$ cat config.mk
export PLATFORM = sky130hd
export DESIGN_NAME = lcd_panel_host_port_keyscan
export DESIGN_NICKNAME = d
export VERILOG_FILES = /design/src/core/lcd_host_pkg.sv /design/src/core/lcd_panel_host_port_keyscan.sv
export VERILOG_INCLUDE_DIRS = /design/src /design/src/core
export SDC_FILE = /design/constraint.sdc
export NUM_CORES = 2
export LEC_CHECK = 0
export BUFFER_PORTS_ARGS = -buffer_cell sky130_fd_sc_hd__buf_2
export CAP_MARGIN = 20
export CORE_MARGIN = 1
export CORE_UTILIZATION = 55
export CTS_CLUSTER_DIAMETER = 120
export DETAILED_ROUTE_END_ITERATION = 10
export GPL_TIMING_DRIVEN = 1
export PLACE_DENSITY = 0.71
export SYNTH_ARGS = -nofsm -noshare
export SYNTH_HDL_FRONTEND = slang
export SYNTH_SLANG_ARGS = --single-unit
$ cat constraint.sdc
create_clock -name clk -period 9.1 [get_ports clk]
set_clock_uncertainty 0.05 [all_clocks]
set_input_delay 0 -clock clk [delete_from_list [all_inputs] [get_ports clk]]
set_output_delay 0 -clock clk [all_outputs]
set_load 0.02 [all_outputs]
$ cat src/core/lcd_host_map.svh
// offsets, bit positions, codes and timing figures of the panel host port
// assumes inclusion by the design file, the property file and the bench, once each per unit
`ifndef LCD_HOST_MAP_SVH
`define LCD_HOST_MAP_SVH
// clock and times
`define CLK_PERIOD_NS 10
`define KEY_STROBE_US 1000
`define EXEC_TIME_NS 370
`define EXT_HALF_NS 500
// serial start byte and status word layout
`define START_SYNC 5'h1F
`define START_SYNC_HI 7
`define START_SYNC_LO 3
`define START_RW_BIT 2
`define START_SEL_BIT 1
`define STATUS_BUSY_BIT 7
// key matrix
`define KEY_COLS 5
`define KEY_ROWS 6
// memories and address map
`define DISP_DEPTH 40
`define CGRAM_DEPTH 64
`define SEGRAM_DEPTH 16
`define LINE_LEN 6'h14
`define LINE1_LAST 7'h13
`define LINE2_FIRST 7'h20
`define LINE2_LAST 7'h33
`define ONE_LINE_LAST 7'h27
`define BLANK_CODE 8'h20
// instruction codes
`define INS_CLEAR 8'h01
`define INS_ENTRY_MASK 8'hFC
`define INS_ENTRY 8'h04
`define INS_INC_BIT 1
`define INS_DISP_MASK 8'hF8
`define INS_DISP 8'h08
`define INS_DISP_ON_BIT 2
`define INS_SEG_MASK 8'hF0
`define INS_SEG 8'h10
`define INS_CG_MASK 8'hC0
`define INS_CG 8'h40
`define INS_DD_MASK 8'h80
`define INS_DD 8'h80
// extension driver dot stream and command queue depth
`define EXT_START_DOT_1L 9'h032
`define EXT_START_DOT_2L 9'h02A
`define EXT_LAST_DOT 9'h13F
`define OP_FIFO_DEPTH 16
`endif

$ cat src/core/lcd_host_pkg.sv
// types shared by the panel host port and its command buffer
// assumes the map header sits in the same folder
package lcd_host_pkg;
   typedef enum logic [1:0] {OP_INSTR, OP_DATA_WR, OP_DATA_RD} op_kind_t;
   typedef enum logic [1:0] {SEL_DD, SEL_CG, SEL_SEG} ram_sel_t;
   typedef enum logic [1:0] {EX_IDLE, EX_WAIT, EX_CLEAR} exec_state_t;
   typedef enum logic [1:0] {SP_START, SP_WRDATA, SP_RDDATA, SP_DROP} serial_phase_t;
   typedef struct packed {
      op_kind_t kind;
      logic [7:0] data;
   } op_t;
endpackage

$ cat src/core/lcd_panel_host_port_keyscan.sv
// host port, command executor, display memories, key scan and extension drive
// assumes pins arrive asynchronously to clk; sclk is far slower than clk
`timescale 1ns/1ps
`include "lcd_host_map.svh"

// ****************************************
// command buffer
// ****************************************
module op_fifo #(
   parameter int WIDTH = 10,
   parameter int DEPTH = `OP_FIFO_DEPTH
) (
   input wire logic clk, // system clock
   input wire logic rstn, // async reset, low
   input wire logic in_valid, // writer offers word
   output logic in_ready, // room for a word
   input wire logic [WIDTH-1:0] in_data, // word in
   output logic out_valid, // word available
   input wire logic out_ready, // reader takes word
   output logic [WIDTH-1:0] out_data // head word
);
   localparam int AW = $clog2(DEPTH);
   if (DEPTH < 2 || (1 << AW) != DEPTH) begin
      $error("op_fifo depth must be a power of two");
   end
   logic [WIDTH-1:0] mem [0:DEPTH-1];
   logic [AW-1:0] wr_ptr;
   logic [AW-1:0] rd_ptr;
   logic [AW:0] count;
   wire push = in_valid && in_ready;
   wire pop = out_valid && out_ready;
   // honest flags straight from the count
   assign in_ready = (count != (AW+1)'(DEPTH));
   assign out_valid = (count != '0);
   assign out_data = mem[rd_ptr];
   // pointer and count update
   always_ff @(posedge clk or negedge rstn) begin
      if (!rstn) begin
         wr_ptr <= '0;
         rd_ptr <= '0;
         count <= '0;
      end else begin
         if (push) wr_ptr <= wr_ptr + 1'b1;
         if (pop) rd_ptr <= rd_ptr + 1'b1;
         count <= count + {{AW{1'b0}}, push} - {{AW{1'b0}}, pop};
      end
   end
   // storage carries no reset
   always_ff @(posedge clk) begin
      if (push) mem[wr_ptr] <= in_data;
   end
endmodule

// ****************************************
// panel host port top
// ****************************************
module lcd_panel_host_port_keyscan #(
   parameter int STROBE_CYCLES = `KEY_STROBE_US * 1000 / `CLK_PERIOD_NS,
   parameter int FIFO_DEPTH = `OP_FIFO_DEPTH
) (
   input wire logic clk, // 100 MHz system clock
   input wire logic rstn, // async reset, low
   input wire logic cs_n, // chip select, low selects
   input wire logic sclk, // serial clock from host
   input wire logic serial_in, // serial data from host
   output logic serial_out, // serial data to host
   output logic irq_n, // key event interrupt, low
   input wire logic line_count_select, // high selects two lines
   output logic two_line_mode, // 1/17 duty when high
   output logic shared_drive_is_common, // shared outputs act as commons
   output logic display_on, // display enabled
   output logic ext_latch_pulse, // extension latch pulse
   output logic ext_shift_clock, // extension shift clock
   output logic ext_data, // extension dot data
   output logic ext_polarity, // extension drive polarity
   output logic [`KEY_ROWS-1:0] key_strobe_n, // key strobes, low
   input wire logic [`KEY_COLS-1:0] key_input_n // key returns, low
);
   localparam int EXEC_CYCLES = (`EXEC_TIME_NS + `CLK_PERIOD_NS - 1) / `CLK_PERIOD_NS;
   localparam int EXT_HALF_RAW = `EXT_HALF_NS / `CLK_PERIOD_NS;
   localparam int EXT_HALF = (EXT_HALF_RAW < 1) ? 1 : EXT_HALF_RAW;
   localparam int NPIN = 4 + `KEY_COLS;
   localparam logic [NPIN-1:0] PIN_IDLE = {{`KEY_COLS{1'b1}}, 3'h0, 1'b1}; // no edge after reset
   if (STROBE_CYCLES < 2 || STROBE_CYCLES >= (1 << 24)) begin
      $error("strobe interval out of counter range");
   end

   // ****************************************
   // pin synchronisers
   // ****************************************
   wire [NPIN-1:0] pin_raw = {key_input_n, line_count_select, serial_in, sclk, cs_n};
   logic [NPIN-1:0] pin_f;
   genvar gi;
   // three stages; the filtered value moves once stages two and three agree
   for (gi = 0; gi < NPIN; gi++) begin : g_sync
      logic s1, s2, s3;
      always_ff @(posedge clk or negedge rstn) begin
         if (!rstn) begin
            {s1, s2, s3} <= {3{PIN_IDLE[gi]}};
            pin_f[gi] <= PIN_IDLE[gi];
         end else begin
            s1 <= pin_raw[gi];
            s2 <= s1;
            s3 <= s2;
            if (s2 == s3) pin_f[gi] <= s3;
         end
      end
   end
   wire cs_f = pin_f[0];
   wire sclk_f = pin_f[1];
   wire sin_f = pin_f[2];
   wire line_f = pin_f[3];
   wire [`KEY_COLS-1:0] keys_pressed = ~pin_f[NPIN-1:4];

   // ****************************************
   // serial engine
   // ****************************************
   lcd_host_pkg::serial_phase_t sph;
   logic sclk_d;
   logic [2:0] bit_cnt;
   logic [7:0] rx;
   logic [7:0] tx;
   logic reg_select;
   logic [7:0] data_transfer_register;
   logic busy_flag;
   logic [2:0] scan_sel;
   logic [`KEY_COLS-1:0] scan [0:`KEY_ROWS-1];
   wire selected = !cs_f;
   wire sclk_rise = selected && sclk_f && !sclk_d;
   wire sclk_fall = selected && !sclk_f && sclk_d;
   wire byte_done = sclk_rise && (bit_cnt == 3'h7);
   wire [7:0] rx_byte = {rx[6:0], sin_f};
   wire start_ok = (rx_byte[`START_SYNC_HI:`START_SYNC_LO] == `START_SYNC);
   wire start_rw = rx_byte[`START_RW_BIT];
   wire start_sel = rx_byte[`START_SEL_BIT];
   // status word carries busy on top, one key row below; instruction reg never read
   wire [7:0] status_word = {busy_flag, 2'h0, scan[scan_sel]};
   wire in_wr = (sph == lcd_host_pkg::SP_WRDATA) && byte_done;
   wire in_rd = (sph == lcd_host_pkg::SP_RDDATA) && byte_done;
   wire status_done = in_rd && !reg_select;
   // queue entries; instructions dropped while busy
   logic fifo_in_ready;
   wire push_instr = in_wr && !reg_select && !busy_flag;
   wire push_valid = push_instr || ((in_wr || in_rd) && reg_select);
   lcd_host_pkg::op_t push_op;
   assign push_op.kind = !reg_select ? lcd_host_pkg::OP_INSTR :
                         in_rd ? lcd_host_pkg::OP_DATA_RD : lcd_host_pkg::OP_DATA_WR;
   assign push_op.data = rx_byte;
   // start byte decode, data shift, read shifting on falling edges
   always_ff @(posedge clk or negedge rstn) begin
      if (!rstn) begin
         sph <= lcd_host_pkg::SP_START;
         sclk_d <= 1'b0;
         bit_cnt <= 3'h0;
         rx <= 8'h00;
         tx <= 8'h00;
         reg_select <= 1'b0;
         serial_out <= 1'b0;
      end else begin
         sclk_d <= sclk_f;
         if (!selected) begin
            sph <= lcd_host_pkg::SP_START;
            bit_cnt <= 3'h0;
            serial_out <= 1'b0;
         end else begin
            if (sclk_rise) begin
               rx <= rx_byte;
               bit_cnt <= bit_cnt + 3'h1;
            end
            if (sclk_fall && sph == lcd_host_pkg::SP_RDDATA) begin
               serial_out <= tx[7];
               tx <= {tx[6:0], 1'b0};
            end
            if (byte_done) begin
               unique case (sph)
                  lcd_host_pkg::SP_START: begin
                     reg_select <= start_sel;
                     if (!start_ok) sph <= lcd_host_pkg::SP_DROP;
                     else if (start_rw) begin
                        sph <= lcd_host_pkg::SP_RDDATA;
                        tx <= start_sel ? data_transfer_register : status_word;
                     end else sph <= lcd_host_pkg::SP_WRDATA;
                  end
                  lcd_host_pkg::SP_WRDATA: sph <= lcd_host_pkg::SP_START;
                  lcd_host_pkg::SP_RDDATA: sph <= lcd_host_pkg::SP_START;
                  lcd_host_pkg::SP_DROP: sph <= lcd_host_pkg::SP_DROP;
               endcase
            end
         end
      end
   end

   // ****************************************
   // command queue
   // ****************************************
   logic fifo_out_valid;
   lcd_host_pkg::op_t pop_op;
   lcd_host_pkg::exec_state_t ex_state;
   wire take_op = (ex_state == lcd_host_pkg::EX_IDLE);
   // a full queue refuses data bytes; the host sees busy meanwhile
   op_fifo #(.WIDTH($bits(lcd_host_pkg::op_t)), .DEPTH(FIFO_DEPTH)) u_fifo (
      .clk(clk),
      .rstn(rstn),
      .in_valid(push_valid),
      .in_ready(fifo_in_ready),
      .in_data(push_op),
      .out_valid(fifo_out_valid),
      .out_ready(take_op),
      .out_data(pop_op)
   );

   // ****************************************
   // memories and address counter
   // ****************************************
   logic [7:0] display_ram [0:`DISP_DEPTH-1];
   logic [7:0] cgram [0:`CGRAM_DEPTH-1];
   logic [7:0] segram [0:`SEGRAM_DEPTH-1];
   logic [6:0] address_counter;
   lcd_host_pkg::ram_sel_t ram_sel;
   logic inc_mode;
   logic two_line;
   logic [5:0] clr_idx;
   logic [7:0] ex_cnt;
   // second line starts at its own base, packed after the first line
   function automatic logic [5:0] dd_index(input logic [6:0] a, input logic tl);
      dd_index = (tl && a[5]) ? (a[5:0] - 6'h20 + `LINE_LEN) : a[5:0];
   endfunction
   // one step of the counter with the wrap points of each memory
   function automatic logic [6:0] addr_step(input logic [6:0] a, input lcd_host_pkg::ram_sel_t s,
                                          input logic up, input logic tl);
      logic [6:0] r;
      r = up ? a + 7'h01 : a - 7'h01;
      if (s == lcd_host_pkg::SEL_CG) r = {1'b0, r[5:0]};
      else if (s == lcd_host_pkg::SEL_SEG) r = {3'h0, r[3:0]};
      else if (!tl) begin
         if (up && a == `ONE_LINE_LAST) r = 7'h00;
         if (!up && a == 7'h00) r = `ONE_LINE_LAST;
      end else begin
         if (up && a == `LINE1_LAST) r = `LINE2_FIRST;
         if (up && a == `LINE2_LAST) r = 7'h00;
         if (!up && a == `LINE2_FIRST) r = `LINE1_LAST;
         if (!up && a == 7'h00) r = `LINE2_LAST;
      end
      addr_step = r;
   endfunction
   wire [5:0] dd_at = dd_index(address_counter, two_line);
   wire [7:0] mem_rd = (ram_sel == lcd_host_pkg::SEL_CG) ? cgram[address_counter[5:0]] :
                       (ram_sel == lcd_host_pkg::SEL_SEG) ? segram[address_counter[3:0]] :
                       display_ram[dd_at];
   wire pop = take_op && fifo_out_valid;
   wire [7:0] opd = pop_op.data;
   wire is_clear = pop && pop_op.kind == lcd_host_pkg::OP_INSTR && opd == `INS_CLEAR;
   wire is_entry = (opd & `INS_ENTRY_MASK) == `INS_ENTRY;
   wire is_disp = (opd & `INS_DISP_MASK) == `INS_DISP;
   wire is_seg = (opd & `INS_SEG_MASK) == `INS_SEG;
   wire is_cg = (opd & `INS_CG_MASK) == `INS_CG;
   wire is_dd = (opd & `INS_DD_MASK) == `INS_DD;
   wire is_wr = pop && pop_op.kind == lcd_host_pkg::OP_DATA_WR;
   wire is_rd = pop && pop_op.kind == lcd_host_pkg::OP_DATA_RD;
   wire is_ins = pop && pop_op.kind == lcd_host_pkg::OP_INSTR;
   wire clr_we = (ex_state == lcd_host_pkg::EX_CLEAR);
   wire dd_we = is_wr && ram_sel == lcd_host_pkg::SEL_DD;
   // memory writes: host data or the clear sweep
   always_ff @(posedge clk) begin
      if (clr_we) display_ram[clr_idx] <= `BLANK_CODE;
      else if (dd_we) display_ram[dd_at] <= opd;
      if (is_wr && ram_sel == lcd_host_pkg::SEL_CG) cgram[address_counter[5:0]] <= opd;
      if (is_wr && ram_sel == lcd_host_pkg::SEL_SEG) segram[address_counter[3:0]] <= opd;
   end

   // ****************************************
   // executor
   // ****************************************
   // busy covers queued work too, so an instruction never overtakes data
   always_ff @(posedge clk or negedge rstn) begin
      if (!rstn) begin
         ex_state <= lcd_host_pkg::EX_IDLE;
         ex_cnt <= 8'h00;
         clr_idx <= 6'h00;
         address_counter <= 7'h00;
         ram_sel <= lcd_host_pkg::SEL_DD;
         inc_mode <= 1'b1;
         display_on <= 1'b0;
         data_transfer_register <= 8'h00;
         busy_flag <= 1'b0;
      end else begin
         busy_flag <= fifo_out_valid || (ex_state != lcd_host_pkg::EX_IDLE);
         unique case (ex_state)
            lcd_host_pkg::EX_IDLE: begin
               if (pop) begin
                  ex_state <= lcd_host_pkg::EX_WAIT;
                  ex_cnt <= 8'(EXEC_CYCLES - 1);
               end
               if (is_clear) begin
                  ex_state <= lcd_host_pkg::EX_CLEAR;
                  clr_idx <= 6'h00;
                  address_counter <= 7'h00;
                  ram_sel <= lcd_host_pkg::SEL_DD;
               end else if (is_ins && is_dd) begin
                  address_counter <= opd[6:0];
                  ram_sel <= lcd_host_pkg::SEL_DD;
               end else if (is_ins && is_cg) begin
                  address_counter <= {1'b0, opd[5:0]};
                  ram_sel <= lcd_host_pkg::SEL_CG;
               end else if (is_ins && is_seg) begin
                  address_counter <= {3'h0, opd[3:0]};
                  ram_sel <= lcd_host_pkg::SEL_SEG;
               end else if (is_ins && is_disp) begin
                  display_on <= opd[`INS_DISP_ON_BIT];
               end else if (is_ins && is_entry) begin
                  inc_mode <= opd[`INS_INC_BIT];
               end
               if (is_wr || is_rd) begin
                  address_counter <= addr_step(address_counter, ram_sel, inc_mode, two_line);
               end
            end
            lcd_host_pkg::EX_CLEAR: begin
               if (clr_idx == 6'(`DISP_DEPTH - 1)) begin
                  ex_state <= lcd_host_pkg::EX_WAIT;
                  ex_cnt <= 8'(EXEC_CYCLES - 1);
               end
               clr_idx <= clr_idx + 6'h01;
            end
            lcd_host_pkg::EX_WAIT: begin
               // every operation ends by refreshing the data register
               if (ex_cnt == 8'h00) begin
                  ex_state <= lcd_host_pkg::EX_IDLE;
                  data_transfer_register <= mem_rd;
               end else ex_cnt <= ex_cnt - 8'h01;
            end
            default: ex_state <= lcd_host_pkg::EX_IDLE;
         endcase
      end
   end

   // ****************************************
   // line mode and key scan
   // ****************************************
   logic [23:0] strobe_cnt;
   logic [2:0] strobe_idx;
   wire strobe_end = (strobe_cnt == 24'(STROBE_CYCLES - 1));
   wire [2:0] strobe_next = (strobe_idx == 3'(`KEY_ROWS - 1)) ? 3'h0 : strobe_idx + 3'h1;
   wire key_event = strobe_end && (keys_pressed != '0) && (keys_pressed != scan[strobe_idx]);
   // one strobe low at a time; its rising edge captures the row
   always_ff @(posedge clk or negedge rstn) begin
      if (!rstn) begin
         strobe_cnt <= 24'h000000;
         strobe_idx <= 3'h0;
         key_strobe_n <= {`KEY_ROWS{1'b1}};
         for (int i = 0; i < `KEY_ROWS; i++) scan[i] <= '0;
         scan_sel <= 3'h0;
         irq_n <= 1'b1;
         two_line <= 1'b0;
         two_line_mode <= 1'b0;
         shared_drive_is_common <= 1'b0;
      end else begin
         two_line <= line_f;
         two_line_mode <= two_line;
         shared_drive_is_common <= two_line;
         strobe_cnt <= strobe_end ? 24'h000000 : strobe_cnt + 24'h000001;
         if (strobe_end) begin
            scan[strobe_idx] <= keys_pressed;
            strobe_idx <= strobe_next;
            key_strobe_n <= ~(`KEY_ROWS'(1) << strobe_next);
         end
         if (status_done) scan_sel <= (scan_sel == 3'(`KEY_ROWS - 1)) ? 3'h0 : scan_sel + 3'h1;
         // a new key event beats the clear from a status read
         if (key_event) irq_n <= 1'b0;
         else if (status_done) irq_n <= 1'b1;
      end
   end

   // ****************************************
   // extension driver stream
   // ****************************************
   logic [7:0] half_cnt;
   logic [8:0] dot_idx;
   wire half_end = (half_cnt == 8'(EXT_HALF - 1));
   wire [8:0] start_dot = two_line ? `EXT_START_DOT_2L : `EXT_START_DOT_1L;
   wire frame_end = (dot_idx == `EXT_LAST_DOT);
   wire [7:0] dot_byte = display_ram[dot_idx[8:3]];
   wire dot_bit = display_on && dot_byte[~dot_idx[2:0]];
   // data changes on the falling shift edge; latch and polarity turn per frame
   always_ff @(posedge clk or negedge rstn) begin
      if (!rstn) begin
         half_cnt <= 8'h00;
         dot_idx <= `EXT_START_DOT_1L;
         ext_shift_clock <= 1'b0;
         ext_data <= 1'b0;
         ext_latch_pulse <= 1'b0;
         ext_polarity <= 1'b0;
      end else begin
         half_cnt <= half_end ? 8'h00 : half_cnt + 8'h01;
         if (half_end) begin
            ext_shift_clock <= !ext_shift_clock;
            ext_latch_pulse <= 1'b0;
            if (ext_shift_clock) begin
               ext_data <= dot_bit;
               if (frame_end) begin
                  dot_idx <= start_dot;
                  ext_latch_pulse <= 1'b1;
                  ext_polarity <= !ext_polarity;
               end else dot_idx <= dot_idx + 9'h001;
            end
         end
      end
   end
endmodule

==> impl_metrics.env <==
export IMPL_cts_tree="done"
export IMPL_die_h_um=320.2
export IMPL_grt_max_degree=122
export IMPL_critPathKind="flop to flop"
export IMPL_cts_sinks=1318
export IMPL_place_congestion=0.9692
export IMPL_grt_pass1_vias=30600
export IMPL_avgSynthCellArea_um2=17.88
export IMPL_async_flop_share=0.1502
export IMPL_initial_utilization=0.5559
export IMPL_htreeDepth=4
export IMPL_status="complete, no violations"
export IMPL_seq_area_um2=38640
export IMPL_highest_layer="met5"
export IMPL_synth_top_flop_cell="edfxtp_1"
export IMPL_root_buffer="clkbuf_16"
export IMPL_drive_gt1_frac=0.2209
export IMPL_worstHoldPathCells=0
export IMPL_wl_met3_um=14280
export IMPL_grt_pass1_wl_um=204400
export IMPL_drt_wl_total_um=137400
export IMPL_drt_iter0_markers=3989
export IMPL_m1WireLength_um=53750
export IMPL_final_net_count=3214
export IMPL_rr_worst_depth=8
export IMPL_io_pins=26
export IMPL_peakVddDrop_v=0.0002355
export IMPL_cts_hold_buf=21
export IMPL_antenna_found_initial=3
export IMPL_setup_ws_ns=4.651
export IMPL_fp_dieArea_um2=102500
export IMPL_critPathArrivalTime_ns=4.81
export IMPL_finalSetupViolCount=0
export IMPL_worstMarginPinSlew_ns=1.155
export IMPL_placed_cell_area_um2=57040
export IMPL_hpwl_um=86550
export IMPL_hold_ws_ns=0.3002
export IMPL_period_share=0.4889
export IMPL_viasPerCell=6.681
export IMPL_setup_worst_path_end_class="flop"
export IMPL_area_growth_pct=10.99
export IMPL_post_cts_buffers=0
export IMPL_rsz0062_at_grt="false"
export IMPL_crit_required_ns=9.46
export IMPL_period_minus_slack_ns=4.449
export IMPL_post_route_drc_count=0
export IMPL_path_clk_slew_ns=0.06
export IMPL_yosysSeqAreaShare=0.6939
export IMPL_synth_nets=3154
export IMPL_ys_ff_latch=1318
export IMPL_hold_start="g_sync[3].s1"
export IMPL_clock_fmax_mhz=224.7
export IMPL_dp_slack_ns=4.621
export IMPL_startpoint_type="flop"
export IMPL_synthDistinctLibCells=89
export IMPL_hold_path_class="flop to flop"
export IMPL_multi_input_area_um2=16120
export IMPL_postSynthCellCount=3113
export IMPL_numCtsBuffers=136
export IMPL_vias=30640
export IMPL_layout_cells_non_filler=4586
export IMPL_r2r_slack_ns=4.65
export IMPL_cap_violations=0
export IMPL_slew_headroom=0.2262
export IMPL_num_fill_cells=6900
export IMPL_met2_length_um=64590
export IMPL_die_w_um=320.2
export IMPL_clockBufferDepth=3
export IMPL_design_area_um2=61800
export IMPL_io_buffers=25
export IMPL_core_area_um2=100100
export IMPL_cts_resized=0
export IMPL_wl_per_cell_um=29.95
export IMPL_crit_fanout=55
export IMPL_synth_edf_count=1120
export IMPL_min_to="g_sync[3].s2"
export IMPL_r2r_start="u_fifo.rd_ptr[0]"
export IMPL_powerDensity_nw_per_um2=223.8
export IMPL_row_count=116
export IMPL_finalSetupTns_ns=0
export IMPL_grt_total_usage=0.2728
export IMPL_final_antenna_net_count=0
export IMPL_drtPass1Iterations=6
export IMPL_dp_cells=4309
export IMPL_yosysWarnings=0
export IMPL_synth_cell_area_um2=55680
export IMPL_clock_latency_ns=0.75
export IMPL_r2r_end="display_ram[31][5]"
export IMPL_hold_viol=0
export IMPL_slew_violations=0
export IMPL_p_leak_nw=20.84
export IMPL_grt_overflow=0
[flip-flops by register name, summed over array words and instances, names as in the netlist, 7 cells and up]
register and cells:
half_cnt 8, dot_idx 9, ex_cnt 8, data_transfer_register 8
u_fifo.mem 160, scan 30, g_sync.s1 9, segram 128
cgram 512, g_sync.s2 9, strobe_cnt 24, display_ram 320
g_sync.s3 9, tx 8, address_counter 7, rx 7
[cell usage after synthesis, drive strengths merged, types with 12 or more instances]
| master | instances | area [um^2] |
|---|---|---|
| inv | 43 | 161.4 |
| edfxtp | 1120 | 33630 |
| and3 | 19 | 118.9 |
| ha | 28 | 350.3 |
| buf | 85 | 516.8 |
| a221oi | 12 | 105.1 |
| o22ai | 59 | 369.1 |
| nand2b | 12 | 75.07 |
| clkbuf | 85 | 319.1 |
| a22o | 15 | 131.4 |
| a22oi | 21 | 171.4 |
| o21ai | 70 | 350.3 |
| mux4 | 361 | 8145 |
| nand3 | 36 | 180.2 |
| nor4 | 26 | 168.9 |
| dfrtp | 163 | 4079 |
| nor2 | 212 | 795.8 |
| xnor2 | 42 | 367.9 |
| nand2 | 173 | 649.4 |
| mux2 | 18 | 202.7 |
| nor3 | 32 | 170.2 |
| nor2b | 26 | 162.7 |
| and2 | 30 | 187.7 |
| mux2i | 154 | 1541 |
| dfstp | 35 | 919.6 |
| a21oi | 54 | 270.3 |
| xor2 | 24 | 210.2 |
[per-layer routing]
metal / GRT usage / vias up
li1: - / 12640
met1: 0.3891 / 15930
met2: 0.4176 / 1772
met3: 0.06384 / 292
met4: 0.09421 / 4
met5: 0 / -
[layout make-up]
cell class / count / area share
timing repair buffer: 92 / 0.01257
multi-input combinational: 1581 / 0.2609
antenna: 2 / 0.00008099
inverter: 44 / 0.002693
clock inverter: 77 / 0.01280
clock buffer: 174 / 0.05937
sequential: 1318 / 0.6253
tap: 1298 / 0.02628
[critical path, cell delays in order (launching register included)]
cell and delay [ns]:
dfrtp_2 0.55, buf_4 0.58, mux2i_1 0.15, a221oi_1 0.40, a22oi_1 0.15, and2_1 0.28
inv_2 0.43, buf_4 0.65, or2_2 0.80
[placed cells by master, fill, tap and decap left out, types with 17 or more instances in the layout]
| master | instances |
|---|---|
| a21oi_1 | 53 |
| a22oi_1 | 20 |
| and2_1 | 29 |
| and3_1 | 19 |
| buf_2 | 24 |
| buf_4 | 41 |
| clkbuf_1 | 28 |
| clkbuf_16 | 138 |
| clkinv_1 | 23 |
| clkinv_2 | 19 |
| dfrtp_1 | 159 |
| dfstp_2 | 35 |
| dlygate4sd3_1 | 20 |
| edfxtp_1 | 1120 |
| ha_1 | 28 |
| inv_1 | 39 |
| mux2_2 | 17 |
| mux2i_1 | 153 |
| mux4_2 | 357 |
| nand2_1 | 172 |
| nand3_1 | 36 |
| nor2_1 | 207 |
| nor2b_1 | 25 |
| nor3_1 | 27 |
| nor4_1 | 24 |
| o21ai_0 | 68 |
| o22ai_1 | 59 |
| xnor2_1 | 41 |
| xor2_1 | 24 |
[per-stage QoR]
stage,utilization,power (mW)
2_1_floorplan,-,7.963
3_3_place_gp,0.5695,8.361
3_5_place_dp,0.5695,8.388
4_1_cts,0.6163,13.88
5_1_grt,0.6170,14.23
6_report,0.6171,13.83
[power breakdown]
part,internal (mW),switching [mW],total (mW)
clock network,3.17,2.36,5.53
registers,6.59,0.129,6.72
logic,0.726,0.862,1.59
total,10.5,3.35,13.8
[logic make-up (layout without fill, tap and decap cells)]
family                   Yosys count  in the layout  synth area share
AO/OA/AOI/OAI                    311            311           0.03701
XOR/XNOR                          66             66           0.01038
adder cells (fa/ha/maj)           39             39          0.008630
buffers and inverters            214            387           0.01798
flip-flops                      1318           1318            0.6939
multiplexers                     533            533            0.1776
other                              0              2                 0
AND/OR/NAND/NOR                  632            632           0.05452
[worst max path at each step]
stage | startpoint | end | slack (ns)
after CTS | address_counter[3] | display_ram[20][1] | 4.57
after global placement | address_counter[3] | display_ram[23][0] | 4.65
after floorplan | u_fifo.rd_ptr[0] | address_counter[2] | 3.49
final | u_fifo.rd_ptr[0] | display_ram[31][5] | 4.65
after global routing | u_fifo.rd_ptr[0] | display_ram[30][5] | 4.40
after detailed placement | address_counter[3] | display_ram[20][1] | 4.62
Power figures use the tool's default switching activity.
